## config.mk

```make
export PLATFORM = sky130hd
export DESIGN_NAME = ssi_status_image
export DESIGN_NICKNAME = d
export VERILOG_FILES = /design/src/hdl/ssi_pkg.sv /design/src/hdl/ssi_status_image.sv
export VERILOG_INCLUDE_DIRS = /design/src /design/src/hdl
export SDC_FILE = /design/constraint.sdc
export NUM_CORES = 1
export LEC_CHECK = 0
export CAP_MARGIN = 0
export CORE_UTILIZATION = 40
export DETAILED_ROUTE_END_ITERATION = 10
export DONT_BUFFER_PORTS = 1
export GPL_ROUTABILITY_DRIVEN = 0
export PLACE_DENSITY = 0.58
export SLEW_MARGIN = 40
export SYNTH_ARGS = -nofsm -noshare
export SYNTH_HDL_FRONTEND = slang
export SYNTH_SLANG_ARGS = --single-unit
```

## constraint.sdc

```tcl
create_clock -name core_clk_in -period 1.98 [get_ports core_clk_in]
set_input_delay 0.099 -clock core_clk_in [delete_from_list [all_inputs] [get_ports core_clk_in]]
set_output_delay 0.099 -clock core_clk_in [all_outputs]
set_load 0.01 [all_outputs]
```

## src/hdl/ssi_defs.svh

```systemverilog
`ifndef SSI_DEFS_SVH
`define SSI_DEFS_SVH
// register byte offsets
`define SSI_OFS_CTRL    8'h00
`define SSI_OFS_FLAGS   8'h04
`define SSI_OFS_INPUTS  8'h08
`define SSI_OFS_CASES   8'h0C
`define SSI_OFS_PATHS   8'h10
`define SSI_OFS_SEQ     8'h14
// control register fields
`define SSI_CTRL_UPD_EN   0
`define SSI_CTRL_RST_SAFE 1
`define SSI_CTRL_RST_DEV  2
`define SSI_CTRL_RESET    32'h0000_0001
// status field positions and values
`define SSI_INPUTS_OK_BIT 16
`define SSI_CASE_NONE     8'h00
`define SSI_CASE_MAX      8'hFE
`define SSI_LOW_PATHS     4
// update timing
`define SSI_UPDATE_NS     5000000
`define SSI_CLK_NS        50
`endif

```

## src/hdl/ssi_pkg.sv

```systemverilog
package ssi_pkg;
  // live conditions from the scanner core, same clock
  typedef struct packed {
    logic       app_err;
    logic       dirty_err;
    logic       dirty_warn;
    logic       serious_err;
    logic       tamper;
    logic       contour_miss;
    logic       inputs_ok;
    logic [7:0] path_free;
    logic [7:0] case_tbl_four;
    logic [7:0] case_tbl_three;
    logic [7:0] case_tbl_two;
    logic [7:0] case_tbl_one;
  } ssi_core_s;
  // consistent image handed to the network
  typedef struct packed {
    logic       app_fault_flag;
    logic       dirty_window_fault;
    logic       dirty_window_warning;
    logic       serious_fault_flag;
    logic       tamper_flag;
    logic       contour_mismatch_flag;
    logic       case_inputs_ok;
    logic [15:0] case_inputs;
    logic [7:0] plain_path_state;
    logic [7:0] active_case_tbl_four;
    logic [7:0] active_case_tbl_three;
    logic [7:0] active_case_tbl_two;
    logic [7:0] active_case_tbl_one;
  } ssi_image_s;
endpackage : ssi_pkg

```

## src/hdl/ssi_status_image.sv

```systemverilog
`timescale 1ns/1ps
`include "ssi_defs.svh"
module ssi_status_image #(
  parameter int UPDATE_CYCLES = `SSI_UPDATE_NS / `SSI_CLK_NS,
  parameter bit EXTENDED      = 1'b1
) (
  input  wire logic              core_clk_in,
  input  wire logic              reset_n_in,
  input  wire logic              hsel_in,
  input  wire logic [31:0]       haddr_in,
  input  wire logic [1:0]        htrans_in,
  input  wire logic              hwrite_in,
  input  wire logic [2:0]        hsize_in,
  input  wire logic [31:0]       hwdata_in,
  input  wire logic              hready_in,
  output logic [31:0]            hrdata_out,
  output logic                   hreadyout_out,
  output logic                   hresp_out,
  input  wire ssi_pkg::ssi_core_s core_in,
  input  wire logic [15:0]       case_pins_in,
  output ssi_pkg::ssi_image_s    image_out,
  output logic                   image_tick_out,
  output logic                   safety_off_out
);

  generate
    if (UPDATE_CYCLES < 2) begin : g_bad_period
      $error("UPDATE_CYCLES must be at least 2");
    end
  endgenerate

  // a byte of 255 is not a legal case number, so it shows as no case
  function automatic logic [7:0] case_clamp(input logic [7:0] v);
    case_clamp = (v > `SSI_CASE_MAX) ? `SSI_CASE_NONE : v;
  endfunction : case_clamp

  // write target test, shared by the ctrl register and both restart pulses
  function automatic logic is_ctrl(input logic [7:0] a);
    is_ctrl = (a == `SSI_OFS_CTRL);
  endfunction : is_ctrl

  // case-select pins come from outside, two flops before use
  logic [15:0] pin_meta_reg;
  logic [15:0] pin_sync_reg;
  always_ff @(posedge core_clk_in) begin
    pin_meta_reg <= case_pins_in;
    pin_sync_reg <= pin_meta_reg;
  end

  // ahb-lite address phase capture
  logic        ap_valid;
  logic        wr_pend_reg;
  logic [7:0]  wr_addr_reg;
  logic [31:0] ctrl_reg;
  logic [31:0] seq_reg;
  logic [31:0] rd_mux;
  logic        rst_safe_pulse;
  logic        rst_dev_pulse;
  assign ap_valid      = hsel_in & htrans_in[1] & hready_in;
  assign hreadyout_out = 1'b1; // zero wait states, always ready
  assign hresp_out     = 1'b0; // always okay
  assign rst_safe_pulse = wr_pend_reg & is_ctrl(wr_addr_reg) & hwdata_in[`SSI_CTRL_RST_SAFE];
  assign rst_dev_pulse  = wr_pend_reg & is_ctrl(wr_addr_reg) & hwdata_in[`SSI_CTRL_RST_DEV];

  // sticky fault flags: the raising cause always beats the clearing command
  logic app_flag_reg;
  logic app_flag_next;
  logic serious_reg;
  logic serious_next;
  assign app_flag_next = core_in.app_err
                       | (app_flag_reg & ~(rst_safe_pulse | rst_dev_pulse));
  assign serious_next  = core_in.serious_err | (serious_reg & ~rst_dev_pulse);
  always_ff @(posedge core_clk_in) begin
    if (!reset_n_in) begin
      app_flag_reg <= 1'b0;
      serious_reg  <= 1'b0;
    end else begin
      app_flag_reg <= app_flag_next;
      serious_reg  <= serious_next;
    end
  end

  // safety outputs follow the live causes, not the slower image
  logic safety_off_next;
  assign safety_off_next = core_in.dirty_err | core_in.tamper | core_in.contour_miss;
  always_ff @(posedge core_clk_in) begin
    if (!reset_n_in) begin
      safety_off_out <= 1'b1; // outputs start off until proven free
    end else begin
      safety_off_out <= safety_off_next;
    end
  end

  // network update divider
  logic [31:0] tick_cnt_reg;
  logic        tick;
  assign tick = ctrl_reg[`SSI_CTRL_UPD_EN] & (tick_cnt_reg == 32'(UPDATE_CYCLES - 1));
  always_ff @(posedge core_clk_in) begin
    if (!reset_n_in || tick) begin
      tick_cnt_reg <= 32'h0000_0000;
    end else if (ctrl_reg[`SSI_CTRL_UPD_EN]) begin
      tick_cnt_reg <= tick_cnt_reg + 32'h0000_0001;
    end
  end

  // assemble the next image from live state
  logic [7:0]          path_mask;
  ssi_pkg::ssi_image_s image_next;
  assign path_mask = EXTENDED ? 8'hFF : {{`SSI_LOW_PATHS{1'b0}}, {`SSI_LOW_PATHS{1'b1}}};
  assign image_next = '{
    app_fault_flag:        app_flag_reg,
    dirty_window_fault:    core_in.dirty_err,
    dirty_window_warning:  core_in.dirty_warn,
    serious_fault_flag:    serious_reg,
    tamper_flag:           core_in.tamper,
    contour_mismatch_flag: core_in.contour_miss,
    case_inputs_ok:        core_in.inputs_ok,
    case_inputs:           pin_sync_reg,
    plain_path_state:      core_in.path_free & path_mask,
    active_case_tbl_four:  case_clamp(core_in.case_tbl_four),
    active_case_tbl_three: case_clamp(core_in.case_tbl_three),
    active_case_tbl_two:   case_clamp(core_in.case_tbl_two),
    active_case_tbl_one:   case_clamp(core_in.case_tbl_one)
  };

  // whole image moves in one edge so the host never sees a torn mix
  always_ff @(posedge core_clk_in) begin
    if (!reset_n_in) begin
      image_out      <= '0;
      image_tick_out <= 1'b0;
      seq_reg        <= 32'h0000_0000;
    end else begin
      image_tick_out <= tick;
      if (tick) begin
        image_out <= image_next;
        seq_reg   <= seq_reg + 32'h0000_0001;
      end
    end
  end

  // register read decode; status words come from the snapshot, ctrl and seq from their own registers
  logic [7:0] ap_addr;
  assign ap_addr = haddr_in[7:0];

  // read words, each built once from the held image
  logic [31:0] flags_word;
  logic [31:0] inputs_word;
  logic [31:0] cases_word;
  logic [31:0] paths_word;
  assign flags_word  = {26'h000_0000, image_out.contour_mismatch_flag,
                        image_out.tamper_flag, image_out.serious_fault_flag,
                        image_out.dirty_window_warning, image_out.dirty_window_fault,
                        image_out.app_fault_flag};
  assign inputs_word = {15'h0000, image_out.case_inputs_ok, image_out.case_inputs};
  assign cases_word  = {image_out.active_case_tbl_four, image_out.active_case_tbl_three,
                        image_out.active_case_tbl_two, image_out.active_case_tbl_one};
  assign paths_word  = {24'h00_0000, image_out.plain_path_state};
  assign rd_mux =
    (haddr_in[31:8] != 24'h00_0000) ? 32'h0000_0000 :
    (ap_addr == `SSI_OFS_CTRL)   ? ctrl_reg :
    (ap_addr == `SSI_OFS_FLAGS)  ? flags_word :
    (ap_addr == `SSI_OFS_INPUTS) ? inputs_word :
    (ap_addr == `SSI_OFS_CASES)  ? cases_word :
    (ap_addr == `SSI_OFS_PATHS)  ? paths_word :
    (ap_addr == `SSI_OFS_SEQ)    ? seq_reg :
                                   32'h0000_0000;

  // bus state: read data is loaded at the address phase edge
  always_ff @(posedge core_clk_in) begin
    if (!reset_n_in) begin
      wr_pend_reg <= 1'b0;
      wr_addr_reg <= 8'h00;
      hrdata_out  <= 32'h0000_0000;
    end else begin
      wr_pend_reg <= ap_valid & hwrite_in & (haddr_in[31:8] == 24'h00_0000);
      wr_addr_reg <= haddr_in[7:0];
      if (ap_valid && !hwrite_in) begin
        hrdata_out <= rd_mux;
      end
    end
  end

  // only the enable bit is stored; restart bits act as pulses
  always_ff @(posedge core_clk_in) begin
    if (!reset_n_in) begin
      ctrl_reg <= `SSI_CTRL_RESET;
    end else if (wr_pend_reg && is_ctrl(wr_addr_reg)) begin
      ctrl_reg <= {31'h0000_0000, hwdata_in[`SSI_CTRL_UPD_EN]};
    end
  end

  // checks
  app_hold_a: assert property (@(posedge core_clk_in) disable iff (!reset_n_in)
    app_flag_reg && !rst_safe_pulse && !rst_dev_pulse |=> app_flag_reg)
    else $error("app fault flag dropped without restart");
  app_set_a: assert property (@(posedge core_clk_in) disable iff (!reset_n_in)
    core_in.app_err |=> app_flag_reg)
    else $error("app fault flag missed its cause");
  dirty_off_a: assert property (@(posedge core_clk_in) disable iff (!reset_n_in)
    core_in.dirty_err |=> safety_off_out)
    else $error("dirty fault left outputs on");
  warn_only_a: assert property (@(posedge core_clk_in) disable iff (!reset_n_in)
    core_in.dirty_warn && !core_in.dirty_err && !core_in.tamper && !core_in.contour_miss |=> !safety_off_out)
    else $error("warning forced outputs off");
  pins_mirror_a: assert property (@(posedge core_clk_in) disable iff (!reset_n_in)
    tick |=> image_out.case_inputs == $past(pin_meta_reg, 2))
    else $error("input mirror not from pins");
  valid_bit_a: assert property (@(posedge core_clk_in) disable iff (!reset_n_in)
    tick |=> image_out.case_inputs_ok == $past(core_in.inputs_ok))
    else $error("validity bit wrong");
  case_range_a: assert property (@(posedge core_clk_in) disable iff (!reset_n_in)
    image_out.active_case_tbl_one != 8'hFF && image_out.active_case_tbl_two != 8'hFF &&
    image_out.active_case_tbl_three != 8'hFF && image_out.active_case_tbl_four != 8'hFF)
    else $error("case number out of range");
  serious_hold_a: assert property (@(posedge core_clk_in) disable iff (!reset_n_in)
    serious_reg && !rst_dev_pulse |=> serious_reg)
    else $error("serious fault cleared without device restart");
  tamper_off_a: assert property (@(posedge core_clk_in) disable iff (!reset_n_in)
    core_in.tamper |=> safety_off_out)
    else $error("tamper left outputs on");
  path_free_a: assert property (@(posedge core_clk_in) disable iff (!reset_n_in)
    tick |=> image_out.plain_path_state[0] == $past(core_in.path_free[0]))
    else $error("path state wrong");
  contour_off_a: assert property (@(posedge core_clk_in) disable iff (!reset_n_in)
    core_in.contour_miss |=> safety_off_out && $past(safety_off_next))
    else $error("contour mismatch left outputs on");
  upper_paths_a: assert property (@(posedge core_clk_in) disable iff (!reset_n_in)
    !EXTENDED |-> image_out.plain_path_state[7:4] == 4'h0)
    else $error("upper paths shown in base variant");
  image_still_a: assert property (@(posedge core_clk_in) disable iff (!reset_n_in)
    !tick |=> $stable(image_out))
    else $error("image changed between network cycles");

  // sticky flags must set on their cause and let go once cause and restart allow it
  app_clear_a: assert property (@(posedge core_clk_in) disable iff (!reset_n_in)
    app_flag_reg && rst_safe_pulse && !core_in.app_err |=> !app_flag_reg)
    else $error("app fault flag kept after restart");
  serious_set_a: assert property (@(posedge core_clk_in) disable iff (!reset_n_in)
    core_in.serious_err |=> serious_reg)
    else $error("serious fault flag missed its cause");
  serious_clear_a: assert property (@(posedge core_clk_in) disable iff (!reset_n_in)
    serious_reg && rst_dev_pulse && !core_in.serious_err |=> !serious_reg)
    else $error("serious fault kept after device restart");

  // outputs come back on once every forcing cause is gone
  safe_on_a: assert property (@(posedge core_clk_in) disable iff (!reset_n_in)
    !core_in.dirty_err && !core_in.tamper && !core_in.contour_miss |=> !safety_off_out)
    else $error("outputs held off without a cause");

  // each live flag lands in the image on the update edge
  dirty_flag_a: assert property (@(posedge core_clk_in) disable iff (!reset_n_in)
    tick |=> image_out.dirty_window_fault == $past(core_in.dirty_err))
    else $error("dirty fault flag wrong");
  warn_flag_a: assert property (@(posedge core_clk_in) disable iff (!reset_n_in)
    tick |=> image_out.dirty_window_warning == $past(core_in.dirty_warn))
    else $error("dirty warning flag wrong");
  tamper_flag_a: assert property (@(posedge core_clk_in) disable iff (!reset_n_in)
    tick |=> image_out.tamper_flag == $past(core_in.tamper))
    else $error("tamper flag wrong");
  contour_flag_a: assert property (@(posedge core_clk_in) disable iff (!reset_n_in)
    tick |=> image_out.contour_mismatch_flag == $past(core_in.contour_miss))
    else $error("contour flag wrong");
  case_none_a: assert property (@(posedge core_clk_in) disable iff (!reset_n_in)
    tick && core_in.case_tbl_two > `SSI_CASE_MAX |=> image_out.active_case_tbl_two == `SSI_CASE_NONE)
    else $error("illegal case byte not shown as none");
  path_low_a: assert property (@(posedge core_clk_in) disable iff (!reset_n_in)
    tick |=> image_out.plain_path_state[3:0] == $past(core_in.path_free[3:0]))
    else $error("lower path states wrong");
  path_high_a: assert property (@(posedge core_clk_in) disable iff (!reset_n_in)
    EXTENDED && tick |=> image_out.plain_path_state[7:4] == $past(core_in.path_free[7:4]))
    else $error("upper path states wrong");

  // update timing and the snapshot counter
  tick_out_a: assert property (@(posedge core_clk_in) disable iff (!reset_n_in)
    tick |=> image_tick_out)
    else $error("update pulse missing");
  tick_pulse_a: assert property (@(posedge core_clk_in) disable iff (!reset_n_in)
    image_tick_out |=> !image_tick_out)
    else $error("update pulse longer than one cycle");
  seq_step_a: assert property (@(posedge core_clk_in) disable iff (!reset_n_in)
    tick |=> seq_reg == $past(seq_reg) + 32'h0000_0001)
    else $error("image counter did not step");
  cnt_bound_a: assert property (@(posedge core_clk_in) disable iff (!reset_n_in)
    tick_cnt_reg < 32'(UPDATE_CYCLES))
    else $error("update divider ran past its period");

  // bus side: enable bit written, read data held between reads
  ctrl_write_a: assert property (@(posedge core_clk_in) disable iff (!reset_n_in)
    wr_pend_reg && is_ctrl(wr_addr_reg) |=> ctrl_reg[`SSI_CTRL_UPD_EN] == $past(hwdata_in[`SSI_CTRL_UPD_EN]))
    else $error("update enable not written");
  rd_hold_a: assert property (@(posedge core_clk_in) disable iff (!reset_n_in)
    !(ap_valid && !hwrite_in) |=> $stable(hrdata_out))
    else $error("read data moved without a read");

endmodule : ssi_status_image
```

==> impl_metrics.csv, run 1 <==
group,metric,value,unit
floorplanning,die_h,143,um
layout,drive_gt1_share,15.2,%
sta,finalClockSkew,0.0347,ns
global_routing,overflow,0,
worst_hold_path,hold_depth,2,
floorplanning,start_util,40.9,%
layout,seqCellArea,4110,sq um
global_routing,antenna_found_initial,0,
clock_tree,insertion_delay,0.52,ns
synth,synth-seq-cells,205,
detailed_routing,drcViolationCount,0,
detailed_routing,first_pass_iters,4,
layout,antenna_cells,0,
clock_tree,clk_pin_slew,0.06,ns
sta,relSlewSlack,53.5,%
sta,slew_violations,0,
sta,rsz0062_at_grt,"true",
synth,yosys.cell_types.count,56,
placed_design,numPortBuffers,0,
floorplanning,io_pins,236,
layout,final_common_cell,"dfxtp_1",
synth,synth-seq-area-share,51.6,%
global_routing,grtUsageTotal,21.4,%
power,p_leak,3.76,nW
clock_tree,cts.htree.levels,1,
global_routing,grt_pass1_vias,6745,
clock_tree,root_buffer,"clkbuf_16",
layout,mostFrequentLayoutCells,"dfxtp_1 (199), nand2_1 (139), dlygate4sd3_1 (94)",
power,p_per_area,842,nW/um^2
synth,synth-edff-count,0,
sta,setup_slack,0.0716,ns
worst_setup_path,worst_setup_path_start_kind,"register",
worst_setup_path,cp.required,2.39,ns
sta,tightestPinTransition,0.686,ns
layout,area_delta_synth_final,34.0,%
detailed_routing,post_drt_wl_per_cell,17.4,um
synth,syn_avg_cell_area,8.93,sq um
floorplanning,rows,51,
worst_setup_path,path_cells,"and4_1, nand3_1, or3_4, buf_4, o31a_1, o21a_1",
power,ir_drop,0.723,mV
job,maxCapViolations,0,
layout,regMostFlops,"image_out",
worst_setup_path,critPathTopFamily,"simple AND/OR/NAND/NOR gates",
sta,fmax,524,MHz
worst_setup_path,worst-path-buf-inv,1,
worst_setup_path,worst-r2r-cell-count,6,
synth,yosysWarnings,0,
placed_design,placed_cell_area,8670,sq um
detailed_routing,vias,7047,
worst_setup_path,critPathSlowestCell,"or3_4",
sta,period_needed,1.91,ns
synth,synth_nets,1030,
worst_setup_path,critPathMaxStageDelay,0.44,ns
worst_hold_path,hold_path_class,"in -> reg",
worst_setup_path,worstPathArrival,2.32,ns
floorplanning,coreArea,19500,sq um
clock_tree,cts_buffers,23,
sta,timing.final.setup_violations,0,
worst_setup_path,crit_type,"reg -> reg",
layout,fin_cells,1316,
sta,hold_violations,0,
detailed_routing,drt-initial-drc-count,404,
worst_setup_path,r2r_slack,0.07,ns
worst_setup_path,worstSetupPathDepth,6,
status,outcome,"finished clean",
detailed_routing,drt_wl_total,22900,um
sta,finalCritPeriodShare,96.4,%
placed_design,dp.cells,1170,
clock_tree,cts_tree,"done",
detailed_routing,ant_nets,0,
layout,largest_register_ffs,63,
layout,multiInputGateArea,3680,sq um
layout,fin_area,10700,sq um
detailed_routing,via_per_inst,5.35,
layout,final_nets,1173,
synth,synthFlopType,"dfxtp_1",
clock_tree,cts_num_sinks,205,
worst_setup_path,path_max_fanout,7,
clock_tree,clockBufferDepth,3,
global_routing,grt_pass1_wl,34700,um
worst_setup_path,cp-end-kind,"register",
floorplanning,die_w,143,um
placed_design,place_ws,-0.0337,ns
global_routing,grt_max_degree,33,
synth,netlist_area,7960,sq um
layout,fillers,1755,
synth,synthArstFlopShare,0,%
placed_design,dpl.hpwl,15000,um
floorplanning,dieArea,20500,sq um
synth,synthCells,891,
==> cell usage after synthesis (15+ instances only) <==
cell type	number	area share, %
xnor2_1	30	3.3
a22o_1	36	4.0
nor2_1	63	3.0
clkbuf_1	32	1.5
o21ai_0	55	3.5
a22oi_1	15	1.4
a21oi_1	64	4.0
dfxtp_1	205	52
nor4_1	29	2.3
or3_1	17	1.3
nand4_1	24	1.9
nand3_1	23	1.4
buf_2	19	1.2
nand2_1	139	6.6
==> metrics by stage <==
| stage | setup TNS, ns | total power, W | util (%) | hold slack [ns] |
|---|---|---|---|---|
| detailed placement | -0.0437 | 0.00444 | 44.5 | 0.127 |
| floorplan | 0 | 0.00441 | - | 0.127 |
| global placement | -0.120 | 0.00444 | 44.5 | 0.127 |
| global route | -0.270 | 0.00927 | 54.8 | 0.0118 |
| CTS | 0 | 0.00907 | 53.7 | 0.000166 |
| finish | 0 | 0.00898 | 54.8 | 0.00696 |
==> kinds of logic (layout without fill, tap and decap cells) <==
logic type / Yosys count / count (layout) / share of synthesized area [%]
flops: 205 / 205 / 51.6
fa+ha+maj: 2 / 2 / 0.314
xor+xnor: 35 / 35 / 3.85
compound gates: 208 / 208 / 17.0
buf+inv: 73 / 233 / 4.07
mux: 9 / 9 / 1.15
other cells: 2 / 2 / 0.0944
simple gates: 357 / 357 / 21.9
==> cell type report <==
cell class,instances,area share [%]
tap,265,3.11
sequential,205,38.6
multi-input combinational,613,34.5
clock buffer,33,6.41
clock inverter,9,1.18
inverter,15,0.563
timing repair buffer,176,15.7
==> path summary, 6_finish.rpt <==
check / from / to
setup / recovery: seq_reg[3] / seq_reg[26]
hold / removal: reset_n_in / image_out[5]
setup reg to reg: seq_reg[3] / seq_reg[26]
hold reg to reg: pin_meta_reg[3] / pin_sync_reg[3]
==> power breakdown <==
part | total [W] | switching (W) | internal [W] | leakage, nW
Combinational | 0.000325 | 0.000150 | 0.000175 | 1.70
Clock | 0.00445 | 0.00167 | 0.00279 | 0.400
Sequential | 0.00420 | 0.0000199 | 0.00418 | 1.67
==> per-layer routing <==
metal	vias to the layer above	wire [um]	global-route usage (%)	part of all wire, %
li1	3468	-	-	-
met1	3362	10000	26.4	44
met2	187	11300	38.2	49
met3	30	1160	3.22	5.1
met4	0	435	6.40	1.9
met5	-	0	0	0
==> timing repair <==
item                       4_1_cts  5_1_grt
setup endpoints to repair        5       82
pin swaps                        0       13
gates cloned                     0        2
setup buffers                    0        7
resized for setup                5       37
hold buffers                    95        0
hold endpoints to repair       130        0
No activity file was read; power rests on OpenSTA's default activity.
==> run 2, diff against run 1 <==
CORE_ASPECT_RATIO = 1.5   (was unset)
CTS_CLUSTER_DIAMETER = 120   (was unset)
==> run 2 against run 1 <==
- worst setup slack worse by 0.036 ns
- clock-buffer cell count down 7
- final area up 0.41%
- fmax down 1.9%
- sequential share of layout area down 0.18 points
- combinational power up 6.8%
- routed wire length up 3.6%
- first-iteration DRC count up 18%
- largest cell class unchanged
==> impl_metrics.csv, run 2 (synthesis gave the netlist of run 1 again) <==
group,metric,value,unit
status,outcome,"finished clean",
worst_setup_path,worst-path-buf-inv,2,
global_routing,grtUsageTotal,22.4,%
sta,period_needed,1.94,ns
clock_tree,clk_pin_slew,0.06,ns
power,swShare,20.1,%
clock_tree,cts_buffers,21,
detailed_routing,ant_nets,0,
detailed_routing,drt_wl_total,23700,um
layout,mostFrequentLayoutCells,"dfxtp_1 (201), nand2_1 (139), dlygate4sd3_1 (97)",
sta,rsz0062_at_grt,"true",
floorplanning,start_util,41.2,%
detailed_routing,vias,7227,
global_routing,antenna_found_initial,0,
clock_tree,root_buffer,"clkbuf_16",
worst_setup_path,cp-end-kind,"register",
worst_setup_path,r2r_slack,0.04,ns
worst_setup_path,regToRegEndpoint,"seq_reg[10]",
clock_tree,cts_tree,"done",
sta,tightestPinTransition,0.744,ns
power,clkPwrFrac,48.9,%
worst_setup_path,worst_setup_path_start_kind,"register",
worst_setup_path,worst-r2r-cell-count,7,
floorplanning,io_pins,236,
clock_tree,insertion_delay,0.49,ns
worst_hold_path,whs_endpoint,"hrdata_out[6]",
sta,timing.final.setup_violations,0,
layout,final_nets,1187,
floorplanning,dieArea,20500,sq um
detailed_routing,drcViolationCount,0,
sta,slew_violations,0,
detailed_routing,via_per_inst,5.49,
worst_setup_path,reg2reg_from,"tick_cnt_reg[5]",
power,p_per_area,830,nW/um^2
layout,multiInputGateArea,3640,sq um
worst_setup_path,path_max_fanout,6,
sta,fmax,514,MHz
layout,drive_gt1_share,15.2,%
worst_setup_path,crit_type,"reg -> reg",
layout,antenna_cells,0,
worst_setup_path,critPathMaxStageDelay,0.34,ns
worst_hold_path,hold_depth,4,
sta,finalCritPeriodShare,98.2,%
power,p_leak,3.85,nW
sta,relSlewSlack,49.6,%
global_routing,grt_pass1_wl,35900,um
floorplanning,die_h,175,um
sta,hold_violations,0,
detailed_routing,first_pass_iters,5,
detailed_routing,post_drt_wl_per_cell,18.0,um
power,power.internal,0.00710,W
worst_hold_path,hold_path_class,"in -> reg",
clock_tree,cts_num_sinks,205,
floorplanning,die_w,117,um
layout,seqCellArea,4110,sq um
layout,final_common_cell,"dfxtp_1",
worst_setup_path,cp.required,2.39,ns
sta,setup_tns,0,ns
global_routing,grt_max_degree,33,
worst_setup_path,worstPathArrival,2.36,ns
sta,finalClockSkew,0.0116,ns
worst_setup_path,critPathTopFamily,"simple AND/OR/NAND/NOR gates",
global_routing,grt_pass1_vias,6863,
detailed_routing,drt-initial-drc-count,476,
worst_hold_path,hp-start,"haddr_in[1]",
power,power_frac_seq,47.2,%
power,combinationalPowerShare,3.9,%
clock_tree,clockBufferDepth,3,
layout,regMostFlops,"image_out",
layout,area_delta_synth_final,34.6,%
worst_setup_path,path_cells,"nor4bb_1, and4_4, nand4_1, buf_4, buf_2, or3_1, a21oi_1",
floorplanning,coreArea,19300,sq um
layout,fin_util,55.4,%
placed_design,dpl.hpwl,16000,um
placed_design,numPortBuffers,0,
job,maxCapViolations,0,
power,ir_drop,1.03,mV
layout,fillers,1702,
power,power.switching,0.00179,W
worst_setup_path,critPathSlowestCell,"dfxtp_1",
global_routing,overflow,0,
floorplanning,rows,62,
clock_tree,cts.htree.levels,1,
layout,largest_register_ffs,63,
==> run 2: routing by layer <==
| layer | part of all wire, % | global-route usage [%] | wire length [um] | vias to the layer above |
|---|---|---|---|---|
| met5 | 0 | 0 | 0 | - |
| met4 | 3.4 | 8.97 | 804 | 0 |
| met3 | 5.8 | 4.23 | 1380 | 63 |
| met2 | 53 | 40.4 | 12500 | 244 |
| met1 | 38 | 25.3 | 9070 | 3442 |
| li1 | - | - | - | 3478 |
==> run 2: how the worst max path moves through the flow <==
stage	slack, ns	from	to	cells after the start
final	0.04	tick_cnt_reg[5]	seq_reg[10]	7
after floorplan	0.08	tick_cnt_reg[0]	image_out[0]	9
after global routing	-0.1	seq_reg[4]	seq_reg[21]	8
after CTS	0.004	tick_cnt_reg[0]	image_out[34]	8
after global placement	0.006	seq_reg[6]	seq_reg[22]	6
after detailed placement	0.002	seq_reg[4]	seq_reg[21]	8
==> run 2: worst register-to-register path: cells and delay by family, from the launching register on <==
kind	cells	cell delay, ns
AO/OA/AOI/OAI	1	0.16
flip-flops	1	0.34
AND/OR/NAND/NOR	4	1.06
buffers and inverters	2	0.32
==> run 2: power groups by stage <==
stage,combinational (W),sequential (W),clock (W)
after global placement,0.000166,0.00428,0
after global routing,0.000373,0.00420,0.00461
final,0.000347,0.00419,0.00435
after CTS,0.000340,0.00419,0.00445
after detailed placement,0.000167,0.00428,0
after floorplan,0.000135,0.00428,0
==> run 2: layout make-up <==
class / count / area share [%]
clock buffers: 26 / 5.46
repair buffers: 192 / 17.0
multi-input cells: 613 / 34.0
inverters: 15 / 0.526
clock inverters: 10 / 1.67
flip-flops and latches: 205 / 38.4
well taps: 256 / 2.99
==> run 2: repair_timing <==
item | in CTS | in global routing
setup buffers | 1 | 6
gates resized for setup | 4 | 30
setup endpoints to repair | 6 | 117
pin swaps | 1 | 4
hold buffers | 99 | 0
endpoints found under the hold margin | 127 | 0
gates cloned | 0 | 1
==> run 2: stage by stage <==
step	power, W	hold slack [ns]	instance area (sq um)	instances	setup slack [ns]
2_1_floorplan	0.00441	0.127	7960	891	0.0787
3_3_place_gp	0.00445	0.127	8760	1174	0.00557
3_5_place_dp	0.00445	0.127	8760	1174	0.00204
4_1_cts	0.00898	0.000832	10500	1310	0.00380
5_1_grt	0.00918	0.0364	10700	1317	-0.0984
6_report	0.00889	0.0213	10700	1317	0.0353
